==> src/design/brcl_pkg.sv <==
package brcl_pkg;

    // ====================================================
    // Timing
    // Board control clock rate
    localparam int CLK_MHZ       = 125;
    // Power-on reset hold after supply good, least time
    localparam int POR_HOLD_NS   = 100000;
    localparam int POR_HOLD_CYC  = (POR_HOLD_NS * CLK_MHZ + 999) / 1000;
    // Push-button reset pulse, least time
    localparam int RST_PULSE_NS  = 8000;
    localparam int RST_PULSE_CYC = (RST_PULSE_NS * CLK_MHZ + 999) / 1000;

    // ====================================================
    // Register byte offsets
    localparam logic [7:0] OFS_CFG  = 8'h00;
    localparam logic [7:0] OFS_ACT  = 8'h04;
    localparam logic [7:0] OFS_STAT = 8'h08;
    localparam logic [7:0] OFS_CTRL = 8'h0C;

    // Control and status bit positions
    localparam int CTRL_SWHR = 0;
    localparam int ST_POR    = 0;
    localparam int ST_HARD   = 1;
    localparam int ST_SOFT   = 2;
    localparam int ST_STRB   = 3;
    localparam int ST_MODE   = 4;
    localparam int ST_NMI    = 5;

    // ====================================================
    // Configuration word fields, bit 15 carries D0
    localparam int ARB_POS  = 15;
    localparam int IPR_POS  = 14;
    localparam int BDIS_POS = 12;
    localparam int BPS_POS  = 10;
    localparam int ISB_POS  = 7;
    localparam int DBGC_POS = 5;
    localparam int DBPC_POS = 3;
    localparam int EBDF_POS = 1;

    // Field values of the power-on defaults
    localparam logic [15:0] ARB_INTERNAL = 16'h0000;
    localparam logic [15:0] IPR_ZERO     = 16'h0001;
    localparam logic [15:0] BOOT_ENABLE  = 16'h0000;
    localparam logic [15:0] BPS_32BIT    = 16'h0000;
    localparam logic [15:0] ISB_FF000000 = 16'h0003;
    localparam logic [15:0] DBGC_PCMCIAB = 16'h0000;
    localparam logic [15:0] DBPC_JTAG    = 16'h0002;
    localparam logic [15:0] EBDF_1TO1    = 16'h0000;

    localparam logic [15:0] CFG_DEFAULT =
        (ARB_INTERNAL << ARB_POS) | (IPR_ZERO << IPR_POS) |
        (BOOT_ENABLE << BDIS_POS) | (BPS_32BIT << BPS_POS) |
        (ISB_FF000000 << ISB_POS) | (DBGC_PCMCIAB << DBGC_POS) |
        (DBPC_JTAG << DBPC_POS) | (EBDF_1TO1 << EBDF_POS);

    // Clock-mode pin codes
    localparam logic [1:0] MODE_1TO5   = 2'h3;
    localparam logic [1:0] MODE_1TO513 = 2'h0;

endpackage

==> src/design/brcl_top.sv <==
// Decided for this implementation: the AHB-Lite register port and the placing of the registers.
`timescale 1ns/100ps

// ====================================================
// Reset pulse stretcher
module brcl_pulse #(
    parameter int LEN = 8
) (
    input  wire logic hclk,    // Board clock
    input  wire logic hresetn, // Async reset
    input  wire logic start,   // Start or restart pulse
    output logic      busy     // Pulse active
);
    localparam int W = $clog2(LEN + 1);

    logic [W-1:0] cnt;

    // Load on start, count down to zero
    always_ff @(posedge hclk or negedge hresetn)
    begin
        if (!hresetn)
            cnt <= '0;
        else if (start)
            cnt <= W'(LEN);
        else if (cnt != '0)
            cnt <= cnt - 1'b1;
    end

    assign busy = (cnt != '0);
endmodule

module brcl_top #(
    parameter int POR_HOLD = brcl_pkg::POR_HOLD_CYC
) (
    input  wire logic        hclk,                  // Free-running clock
    input  wire logic        hresetn,               // Async reset
    input  wire logic        hsel,                  // Slave select
    input  wire logic [31:0] haddr,                 // Address
    input  wire logic [1:0]  htrans,                // Transfer type
    input  wire logic        hwrite,                // Write
    input  wire logic [2:0]  hsize,                 // Size, word only
    input  wire logic [31:0] hwdata,                // Write data
    input  wire logic        hready,                // Bus ready
    output logic             hreadyout,             // Slave ready
    output logic             hresp,                 // Response
    output logic [31:0]      hrdata,                // Read data
    input  wire logic        supply_ok,             // Supply good
    input  wire logic        clock_mode_sel,        // 1 = 1:5 mode
    input  wire logic        soft_reset_button_n,   // Soft button
    input  wire logic        abort_button_n,        // Abort button
    input  wire logic        board_access_valid,    // Board address hit
    input  wire logic        clk_gen_in,            // Clock generator
    input  wire logic        hard_reset_line_i,     // Line level
    output logic             hard_reset_line_o,     // Drive value
    output logic             hard_reset_line_oe,    // Pull low
    input  wire logic        soft_reset_line_i,     // Line level
    output logic             soft_reset_line_o,     // Drive value
    output logic             soft_reset_line_oe,    // Pull low
    output logic             power_on_reset_line_n, // Power-on reset
    output logic [1:0]       clock_mode_pins,       // Clock mode
    output logic             config_sample_strobe_n,// Config strobe
    output logic [15:0]      cfg_data_o,            // D0 at bit 15
    output logic             cfg_data_oe,           // Data drive
    output logic             xcvr_open,             // Transceiver open
    input  wire logic        external_irq_line0_i,  // Line level
    output logic             external_irq_line0_o,  // Drive value
    output logic             external_irq_line0_oe, // Pull low
    output logic             external_clock_input   // Gated clock
);

    // ====================================================
    // Declarations
    logic [31:0] por_cnt;
    logic        por_active;
    logic        mode_lat;
    logic        a_wr;
    logic [7:0]  a_ofs;
    logic [15:0] board_config_word_reg;
    logic [15:0] cfg_active;
    logic [15:0] next_cfg_active;
    logic        soft_prev;
    logic        hr_prev;
    logic        soft_busy;
    logic        hard_busy;

    wire addr_ok   = hsel & htrans[1] & hready;
    wire soft_prs  = ~soft_reset_button_n;
    wire abort_prs = ~abort_button_n;
    wire soft_edge = soft_prs & ~soft_prev;
    wire soft_evt  = soft_edge & ~abort_prs;
    wire hard_evt  = soft_edge & abort_prs;
    wire hr_act    = ~hard_reset_line_i | hard_reset_line_oe;
    wire sr_act    = ~soft_reset_line_i | soft_reset_line_oe;
    wire hr_rise   = hr_act & ~hr_prev;
    wire wr_cfg    = a_wr & (a_ofs == brcl_pkg::OFS_CFG);
    wire wr_ctrl   = a_wr & (a_ofs == brcl_pkg::OFS_CTRL);
    wire sw_hard   = wr_ctrl & hwdata[brcl_pkg::CTRL_SWHR];
    wire [31:0] stat_word;

    // ====================================================
    // Power-on reset supervisor
    always_ff @(posedge hclk or negedge hresetn)
    begin
        if (!hresetn)
            por_cnt <= '0;
        else if (!supply_ok)
            por_cnt <= '0;
        else if (por_active)
            por_cnt <= por_cnt + 32'h1;
    end

    assign por_active = (por_cnt < 32'(POR_HOLD));

    // Clock mode follows switch only during power-on
    always_ff @(posedge hclk or negedge hresetn)
    begin
        if (!hresetn)
            mode_lat <= 1'b1;
        else if (por_active)
            mode_lat <= clock_mode_sel;
    end

    // Power-on line and clock-mode pins
    always_ff @(posedge hclk or negedge hresetn)
    begin
        if (!hresetn)
        begin
            power_on_reset_line_n <= 1'b0;
            clock_mode_pins       <= brcl_pkg::MODE_1TO5;
        end
        else
        begin
            power_on_reset_line_n <= ~por_active;
            clock_mode_pins       <= mode_lat ? brcl_pkg::MODE_1TO5
                                              : brcl_pkg::MODE_1TO513;
        end
    end

    // Generator gated off in crystal mode
    assign external_clock_input = clk_gen_in & mode_lat;

    // ====================================================
    // Push-buttons and reset pulses
    always_ff @(posedge hclk or negedge hresetn)
    begin
        if (!hresetn)
        begin
            soft_prev <= 1'b0;
            hr_prev   <= 1'b0;
        end
        else
        begin
            soft_prev <= soft_prs;
            hr_prev   <= hr_act;
        end
    end

    brcl_pulse #(.LEN(brcl_pkg::RST_PULSE_CYC)) u_soft (
        .hclk    (hclk),
        .hresetn (hresetn),
        .start   (soft_evt),
        .busy    (soft_busy)
    );

    brcl_pulse #(.LEN(brcl_pkg::RST_PULSE_CYC)) u_hard (
        .hclk    (hclk),
        .hresetn (hresetn),
        .start   (hard_evt | sw_hard),
        .busy    (hard_busy)
    );

    // Open-drain drives: only ever pull low
    assign hard_reset_line_o    = 1'b0;
    assign soft_reset_line_o    = 1'b0;
    assign external_irq_line0_o = 1'b0;

    // Enables for reset and interrupt lines
    always_ff @(posedge hclk or negedge hresetn)
    begin
        if (!hresetn)
        begin
            hard_reset_line_oe    <= 1'b1;
            soft_reset_line_oe    <= 1'b0;
            external_irq_line0_oe <= 1'b0;
        end
        else
        begin
            hard_reset_line_oe    <= por_active | hard_busy;
            soft_reset_line_oe    <= soft_busy;
            external_irq_line0_oe <= abort_prs & ~soft_prs;
        end
    end

    // ====================================================
    // Hard-reset configuration
    // Line may also be held by processor sources
    assign next_cfg_active = por_active ? brcl_pkg::CFG_DEFAULT
                           : hr_rise    ? board_config_word_reg
                           : cfg_active;

    // Software copy and word in effect
    always_ff @(posedge hclk or negedge hresetn)
    begin
        if (!hresetn)
        begin
            board_config_word_reg <= brcl_pkg::CFG_DEFAULT;
            cfg_active            <= brcl_pkg::CFG_DEFAULT;
        end
        else
        begin
            if (por_active)
                board_config_word_reg <= brcl_pkg::CFG_DEFAULT;
            else if (wr_cfg)
                board_config_word_reg <= hwdata[15:0];
            cfg_active <= next_cfg_active;
        end
    end

    // Strobe and data follow the sensed hard reset
    always_ff @(posedge hclk or negedge hresetn)
    begin
        if (!hresetn)
        begin
            config_sample_strobe_n <= 1'b1;
            cfg_data_o             <= brcl_pkg::CFG_DEFAULT;
            cfg_data_oe            <= 1'b0;
        end
        else
        begin
            config_sample_strobe_n <= ~hr_act;
            cfg_data_o             <= next_cfg_active;
            cfg_data_oe            <= hr_act;
        end
    end

    // Transceivers open for board or configuration
    assign xcvr_open = board_access_valid | ~config_sample_strobe_n;

    // ====================================================
    // AHB-Lite slave
    always_ff @(posedge hclk or negedge hresetn)
    begin
        if (!hresetn)
        begin
            a_wr  <= 1'b0;
            a_ofs <= 8'h00;
        end
        else if (hready)
        begin
            a_wr  <= addr_ok & hwrite;
            a_ofs <= haddr[7:0];
        end
    end

    // Status view of the block
    assign stat_word = {26'h0,
                        ~external_irq_line0_i,
                        mode_lat,
                        ~config_sample_strobe_n,
                        sr_act,
                        hr_act,
                        por_active};

    // Read mux, unmapped reads zero
    assign hrdata = (a_ofs == brcl_pkg::OFS_CFG)  ? {16'h0, board_config_word_reg}
                  : (a_ofs == brcl_pkg::OFS_ACT)  ? {16'h0, cfg_active}
                  : (a_ofs == brcl_pkg::OFS_STAT) ? stat_word
                  : 32'h0;
    assign hreadyout = 1'b1;
    assign hresp     = 1'b0;
endmodule

==> config.mk <==
export PLATFORM = sky130hd
export DESIGN_NAME = brcl_top
export DESIGN_NICKNAME = d
export VERILOG_FILES = /design/src/design/brcl_pkg.sv /design/src/design/brcl_top.sv
export SDC_FILE = /design/constraint.sdc
export NUM_CORES = 1
export LEC_CHECK = 0
export BUFFER_PORTS_ARGS = -buffer_cell sky130_fd_sc_hd__buf_2
export CORE_ASPECT_RATIO = 2
export CORE_MARGIN = 5
export CORE_UTILIZATION = 54
export CTS_BUF_LIST = sky130_fd_sc_hd__clkbuf_2 sky130_fd_sc_hd__clkbuf_4 sky130_fd_sc_hd__clkbuf_8
export DETAILED_ROUTE_END_ITERATION = 8
export PLACE_DENSITY = 0.83
export SYNTH_ARGS = -nofsm -noshare
export SYNTH_HDL_FRONTEND = slang
export SYNTH_HIERARCHICAL = 1
export SYNTH_SLANG_ARGS = --single-unit
==> constraint.sdc <==
create_clock -name hclk -period 2.2 [get_ports hclk]
set_input_delay 0.33 -clock hclk [delete_from_list [all_inputs] [get_ports hclk]]
set_output_delay 0.33 -clock hclk [all_outputs]
set_load 0.1 [all_outputs]
==> impl_results.md, run 1 <==
* Async SR Flop Fraction at 100.0%
* FMAX at between 400 and 500 MHz
* Avg Inst Size Synth at between 9 and 10 um^2
* Max FFs per register at 32
* Number of port buffers at 80
* Critical Path Source Type: register
* Gate Count Post-Synth at just under 500
* Final Instance Area at just under 0.006 mm^2
* Vias in the first global route at between 4000 and 5000
* Deepest clock path buffer count at 2
* Top FF cell, synth: dfrtp_1
* Syn-to-layout area delta at 20.56%
* Core Region at roughly 0.0090 mm^2
* Die area at 0.01126 mm^2
* Final setup violation count at 1
* Worst min path class: primary input to register
* Worst Setup Path Type: register to output pin
* Crit path cell chain: nor4_4, nand4_1, nor3_4, nor3_2, o21ba_4, buf_12
* Worst-Margin Slew at 1.114 ns
* Root buffer cell: clkbuf_8
* Crit path DAT at slightly below 2 ns
* Slew Viols, Final at 0
* DR vias/cell at around 6
* PnR worst setup slack at -0.09886 ns
* Depth of the CTS H-tree at 3
* Critical register-to-register path startpoint: por_cnt[22]$_DFFE_PN0P_
* Pre-CTS setup slack at roughly 0.041 ns
* Critical path launch point: por_cnt[9]$_DFFE_PN0P_
* Total leakage power at ~2.6 nW
* Pwr Density at 684.7 mW/mm^2
* Final Net Count at around 670
* Crit path capture type: output pin
* Drt first pass iters at 4
* Register area share after synthesis at a little over half
* Synth unique cells at 55
* Multi-input gate area at ~0.0022 mm^2
* Cell Area, Synth at 0.004930 mm^2
* Max stage delay on crit path at about 0.44 ns
* Rows at ~50
* Syn. warnings at 6
* Worst skew pair latency at 0.38 ns
* 1st-iter DRT viols at 334
* Storage element area at approximately 0.0026 mm^2
* Flops & latches, synth at 102
* Minimum clock period at roughly 2.3 ns
* DRC viols at 0
* Final wirelength at 11940 um
* CP required at ~1.9 ns
* Hold path start: abort_button_n
* Via count at 4046
* RSZ-0062 raised after global routing: true
* Setup Skew at roughly 0.014 ns
* Fill count at ~700
* Boundary pin count at around 150
* N_diodes at 0
* Gr ovfl total at 0
* Worst-path clk slew at approximately 0.10 ns
* Cts bufs inserted at 9
* CP max FO at 3
* Clock sink total at about 100
* Cell at the slowest stage of the critical path: dfrtp_1
* CTS tree: built
* Share of cells above drive strength 1 at approximately 29%
* Outcome: complete, but fails checks
* ANT nets after route at 0
* Die Height at about 150 um
* Initial Util at between 50 and 60%
* Initial antenna violation count at 0
* Max_slew headroom at 25.44%
* Failing checks: negative setup slack
* Max Cap Viol at 0
* Wire per inst at roughly 17 um
* Post-place instance area at about 0.0057 mm^2
* EDFF count, synth at 0
* Most frequent cells in the layout: dfrtp_1, nand2_1, buf_2
* GP Congestion at 0.8064
* Final worst-path cycle share at 104.5%
* Total GRT Usage at between 20% and 30%
* Die width at 77.56 um
* VDD IR max at ~520 uV
* Global-route wire length before repair at ~20000 um
* Pin count of the biggest net entering global routing at ~70
* Commonest non-fill, non-tap cell in the layout: dfrtp_1
* Final HPWL DP at between 8000 and 9000 um
* Hold Violations, Final at 0
## critical path: cells and delay by family (launching register included)
kind                   cells  cell delay [ns]
AO/OA/AOI/OAI              1             0.21
AND/OR/NAND/NOR            4             0.77
buffers and inverters      1             0.16
flip-flops                 1             0.44
## cell families after synthesis
kind of cell	Yosys count	synth area share [%]
multiplexers	17	3.655
AND/OR/NAND/NOR	216	23.68
XOR/XNOR	6	1.066
other	2	0.1523
buffers and inverters	61	6.624
flip-flops	102	52.08
AO/OA/AOI/OAI	90	11.98
adder cells (fa/ha/maj)	3	0.7615
## routing by layer
| metal | vias to the layer above | track usage (%) | wire, um |
|---|---|---|---|
| met1 | 2020 | 26.66 | 4526 |
| met3 | 22 | 4.777 | 666 |
| met5 | - | 0 | 0 |
| met2 | 129 | 38.30 | 6468 |
| li1 | 1875 | - | - |
| met4 | 0 | 7.831 | 280 |
## worst paths after layout
check / to / slack (ns) / depth (start not counted)
max: hrdata[0] / -0.1 / 6
min: external_irq_line0_oe$_DFF_PN0_ / 0.11 / 2
max reg2reg: por_cnt[0]$_DFFE_PN0P_ / 0.11 / 7
min reg2reg: clock_mode_pins[0]$_DFF_PN1_ / 0.40 / 0
max in group asynchronous: cfg_data_o[7]$_DFFE_PN1P_ / 0.99 / 3
min in group asynchronous: a_ofs[7]$_DFFE_PN0P_ / 0.46 / 2
## where the power goes
group          internal [mW]  switching [mW]
combinational          0.252           0.466
sequential              2.01           0.199
clock                  0.488           0.651
## through the flow
stage	cells	hold slack [ns]	util, %	total power [mW]	setup TNS, ns
finish	686	0.1106	66.40	4.069	-0.09886
global route	686	0.1327	66.40	4.257	-0.1735
floorplan	516	0.03441	-	2.770	-0.4586
CTS	685	0.1041	66.14	4.073	-0.1109
global placement	666	0.3165	63.56	2.906	0
detailed placement	666	0.3203	63.56	2.951	0
## layout make-up
class	count	area share, %
clock inverters	4	0.5263
multi-input cells	353	37.14
clock buffers	12	2.674
repair buffers	96	13.22
flip-flops and latches	102	43.22
inverters	17	1.074
well taps	102	2.147
## timing repair
| action | in CTS | in global routing |
|---|---|---|
| endpoints found under the setup margin | 11 | 24 |
| hold endpoints to repair | 33 | 0 |
| pin swaps | 7 | 0 |
| setup buffers | 2 | 1 |
| resized for setup | 4 | 5 |
| hold buffers | 1 | 0 |
## cell usage after synthesis, types with 3 or more instances
library cell	count	area [um^2]
dfstp_2	12	315.3
and2_1	19	118.9
nand2_1	67	251.5
a21oi_1	39	195.2
or4_1	11	82.58
o211ai_1	4	30.03
mux2_2	8	90.09
nor4_1	8	50.05
o31ai_1	12	90.09
a211oi_1	4	30.03
nand3_1	35	175.2
buf_2	3	15.01
nand4_1	6	37.54
nor2_1	23	86.33
o22a_1	3	26.28
nand2b_1	7	43.79
xnor2_1	4	35.03
nor3_1	9	45.04
and3_1	4	25.02
ha_1	3	37.54
and4_1	3	26.28
a22o_1	10	87.58
o21ai_0	5	25.02
inv_2	3	11.26
nor4b_1	4	35.03
dfrtp_1	90	2252
mux2i_1	9	90.09
inv_1	13	48.80
clkbuf_1	17	63.81
buf_4	23	172.7
No activity file was read; power rests on OpenSTA's default activity.
==> run 2: changes to the inputs <==
--- a/config.mk
+++ b/config.mk
@@ -11,6 +11,7 @@
 export CORE_UTILIZATION = 54
 export CTS_BUF_LIST = sky130_fd_sc_hd__clkbuf_2 sky130_fd_sc_hd__clkbuf_4 sky130_fd_sc_hd__clkbuf_8
 export DETAILED_ROUTE_END_ITERATION = 8
+export GPL_TIMING_DRIVEN = 0
 export PLACE_DENSITY = 0.83
 export SYNTH_ARGS = -nofsm -noshare
 export SYNTH_HDL_FRONTEND = slang
==> impl_results.md, run 2 (synthesis gave the netlist of run 1 again) <==
* Depth of the CTS H-tree at 3 (unchanged)
* Minimum clock period at 2.461 ns (+0.1622 ns)
* Most frequent cells in the layout: dfrtp_1, nand2_1, buf_2
* Worst Reg-to-Reg Cells at 7 (unchanged)
* Die Height at 145.1 um (unchanged)
* Slew Viols, Final at 0 (unchanged)
* Commonest non-fill, non-tap cell in the layout: dfrtp_1
* Drt first pass iters at 6 (+2)
* Die width at 77.56 um (unchanged)
* Worst-path clk slew at 0.09 ns (about the same)
* Crit path DAT at 2.13 ns (+0.16 ns)
* Number of port buffers at 79 (-1.3%)
* Cts bufs inserted at 9 (unchanged)
* Worst Setup Path Type: register to output pin
* Deepest clock path buffer count at 2 (unchanged)
* Critical register-to-register path startpoint: por_cnt[31]$_DFFE_PN0P_
* Hold Violations, Final at 0 (unchanged)
* Max FFs per register at 32 (unchanged)
* Max_slew headroom at 57.06% (+32 points)
* DR vias/cell at 5.960 (+1.1%)
* Switching fraction of total power at 32.47% (+0.13 points)
* GP Congestion at 0.8792 (+9.0%)
* Final setup violation count at 1 (unchanged)
* VDD IR max at 520.2 uV (-0.25%)
* Syn-to-layout area delta at 26.65%
* Rows at 49 (unchanged)
* Vias in the first global route at 4268 (+2.1%)
* Gr ovfl total at 0 (unchanged)
* CP required at 1.87 ns (about the same)
* Pwr Density at 653.9 mW/mm^2 (-4.5%)
* Clock sink total at 102 (unchanged)
* Critical Path Source Type: register
* DRC viols at 0 (unchanged)
* Global-route wire length before repair at 20790 um (+2.0%)
* ANT nets after route at 0 (unchanged)
* Initial antenna violation count at 0 (unchanged)
* Sequential share of power at 54.4% (about the same)
* N_diodes at 0 (unchanged)
* PnR worst setup slack at -0.2611 ns (-0.1622 ns)
* FMAX at 406.3 MHz (-6.6%)
* Setup Skew at 0.01003 ns (-0.004398 ns)
* Core Region at 0.008951 mm^2 (unchanged)
* Worst hold path depth at 2 (unchanged)
* Wire per inst at 17.92 um (+3.0%)
* Crit path capture type: output pin
* Boundary pin count at 146 (unchanged)
* Final HPWL DP at 9086 um (+5.9%)
* 1st-iter DRT viols at 305 (-8.7%)
* Total GRT Usage at 22.84% (+0.73 points)
* Outcome: complete, but fails checks
* Final Net Count at 708 (+6.5%)
* RSZ-0062 raised after global routing: true
* Sw Pwr at 1.326 mW (+0.73%)
* Total leakage power at 2.763 nW (+7.1%)
* Die area at 0.01126 mm^2 (unchanged)
* Worst hold endpoint: external_irq_line0_oe$_DFF_PN0_
* Comb power frac at 19.0% (+1.4 points)
* Clock power frac at 26.6% (-1.4 points)
* Initial Util at 55.07% (unchanged)
* Final worst-path cycle share at 111.9% (+7.4 points)
* Worst skew pair latency at 0.37 ns (about the same)
* Share of cells above drive strength 1 at 34.29% (+4.8 points)
* CP max FO at 5 (+2)
* Cell-internal power at 2.757 mW (+0.14%)
* Worst min path class: primary input to register
* Via count at 4345 (+7.4%)
* Failing checks: negative setup slack
* Hold path start: abort_button_n
* Critical R2R Capture: por_cnt[11]$_DFFE_PN0P_
* Post-Route Setup TNS at -0.2611 ns (-0.1622 ns)
* Pin count of the biggest net entering global routing at 75 (+8.7%)
* Post-Route Utilization at 69.75% (+3.4 points)
* CTS tree: built
* Flop2flop setup slack at 0.04 ns (-0.07 ns)
* Final wirelength at 13070 um (+9.4%)
* Max Cap Viol at 0 (unchanged)
* Root buffer cell: clkbuf_8
* Worst-Margin Slew at 0.6427 ns (-0.4716 ns)
run 2: cell count changes in the layout (fill, tap and decap cells not counted), moves of 3 or more:
cell	delta
buf_8	+6
nor2_4	+4
buf_12	-10
buf_4	+30
clkbuf_2	+3
clkbuf_1	+11
run 2: timing repair:
item / 4_1_cts / 5_1_grt
endpoints found under the setup margin: 40 / 28
hold buffers: 1 / 0
setup buffers: 11 / 7
pin swaps: 9 / 6
resized for setup: 55 / 30
endpoints found under the hold margin: 28 / 0
run 2: layer usage:
| layer | global-route usage (%) | wire length, um |
|---|---|---|
| met1 | 25.96 | 4535 |
| met2 | 38.51 | 7053 |
| met3 | 5.335 | 865 |
| met4 | 12.99 | 612 |
| met5 | 0 | 0 |
run 2: final cells by class:
type                    count  area, um^2
fillers                   661        2708
clock inverters             5       33.78
flip-flops and latches    102        2571
well taps                 102       127.6
multi-input cells         353        2288
inverters                  17       67.56
clock buffers              11       145.1
plain buffers              41       270.3
repair buffers             98       739.5
run 2: stage by stage:
step	setup WS (ns)	power (mW)	hold WS (ns)	area, um^2	std cells
finish	-0.2611	4.083	0.1208	6243	729
global route	-0.3453	4.280	0.1274	6243	729
CTS	-0.3491	4.073	0.1064	6080	723
detailed placement	-0.5930	2.979	0.2891	5645	698
global placement	-0.5231	2.927	0.3836	5615	697
floorplan	-0.2117	2.770	0.03441	5092	516
run 2: worst max-delay path, stage by stage (launching register included):
cell and delay (ns):
dfrtp_1 0.41, nor4_2 0.30, and3_4 0.25, o2111ai_4 0.13, buf_6 0.17, nor3_4 0.15
o21ba_4 0.17, buf_12 0.17
run 2: power groups by stage:
stage | Combinational (mW) | Clock [mW] | Sequential (mW)
after global routing | 0.849 | 1.19 | 2.24
after CTS | 0.756 | 1.11 | 2.21
after detailed placement | 0.741 | 0 | 2.24
after floorplan | 0.570 | 0 | 2.20
after global placement | 0.707 | 0 | 2.22
final | 0.777 | 1.08 | 2.22
run 2: worst max path at each step:
stage                     cells after the start  slack (ns)         end                      start
after CTS                                     7       -0.35   hrdata[0]    por_cnt[10]$_DFFE_PN0P_
after global placement                        5       -0.52  hrdata[14]       a_ofs[1]$_DFFE_PN0P_
after global routing                          7       -0.35   hrdata[0]    por_cnt[31]$_DFFE_PN0P_
final                                         7       -0.26   hrdata[0]    por_cnt[31]$_DFFE_PN0P_
after detailed placement                      5       -0.59  hrdata[14]       a_ofs[1]$_DFFE_PN0P_
after floorplan                               3       -0.21   hrdata[3]  cfg_data_o[3]$_DFFE_PN0P_
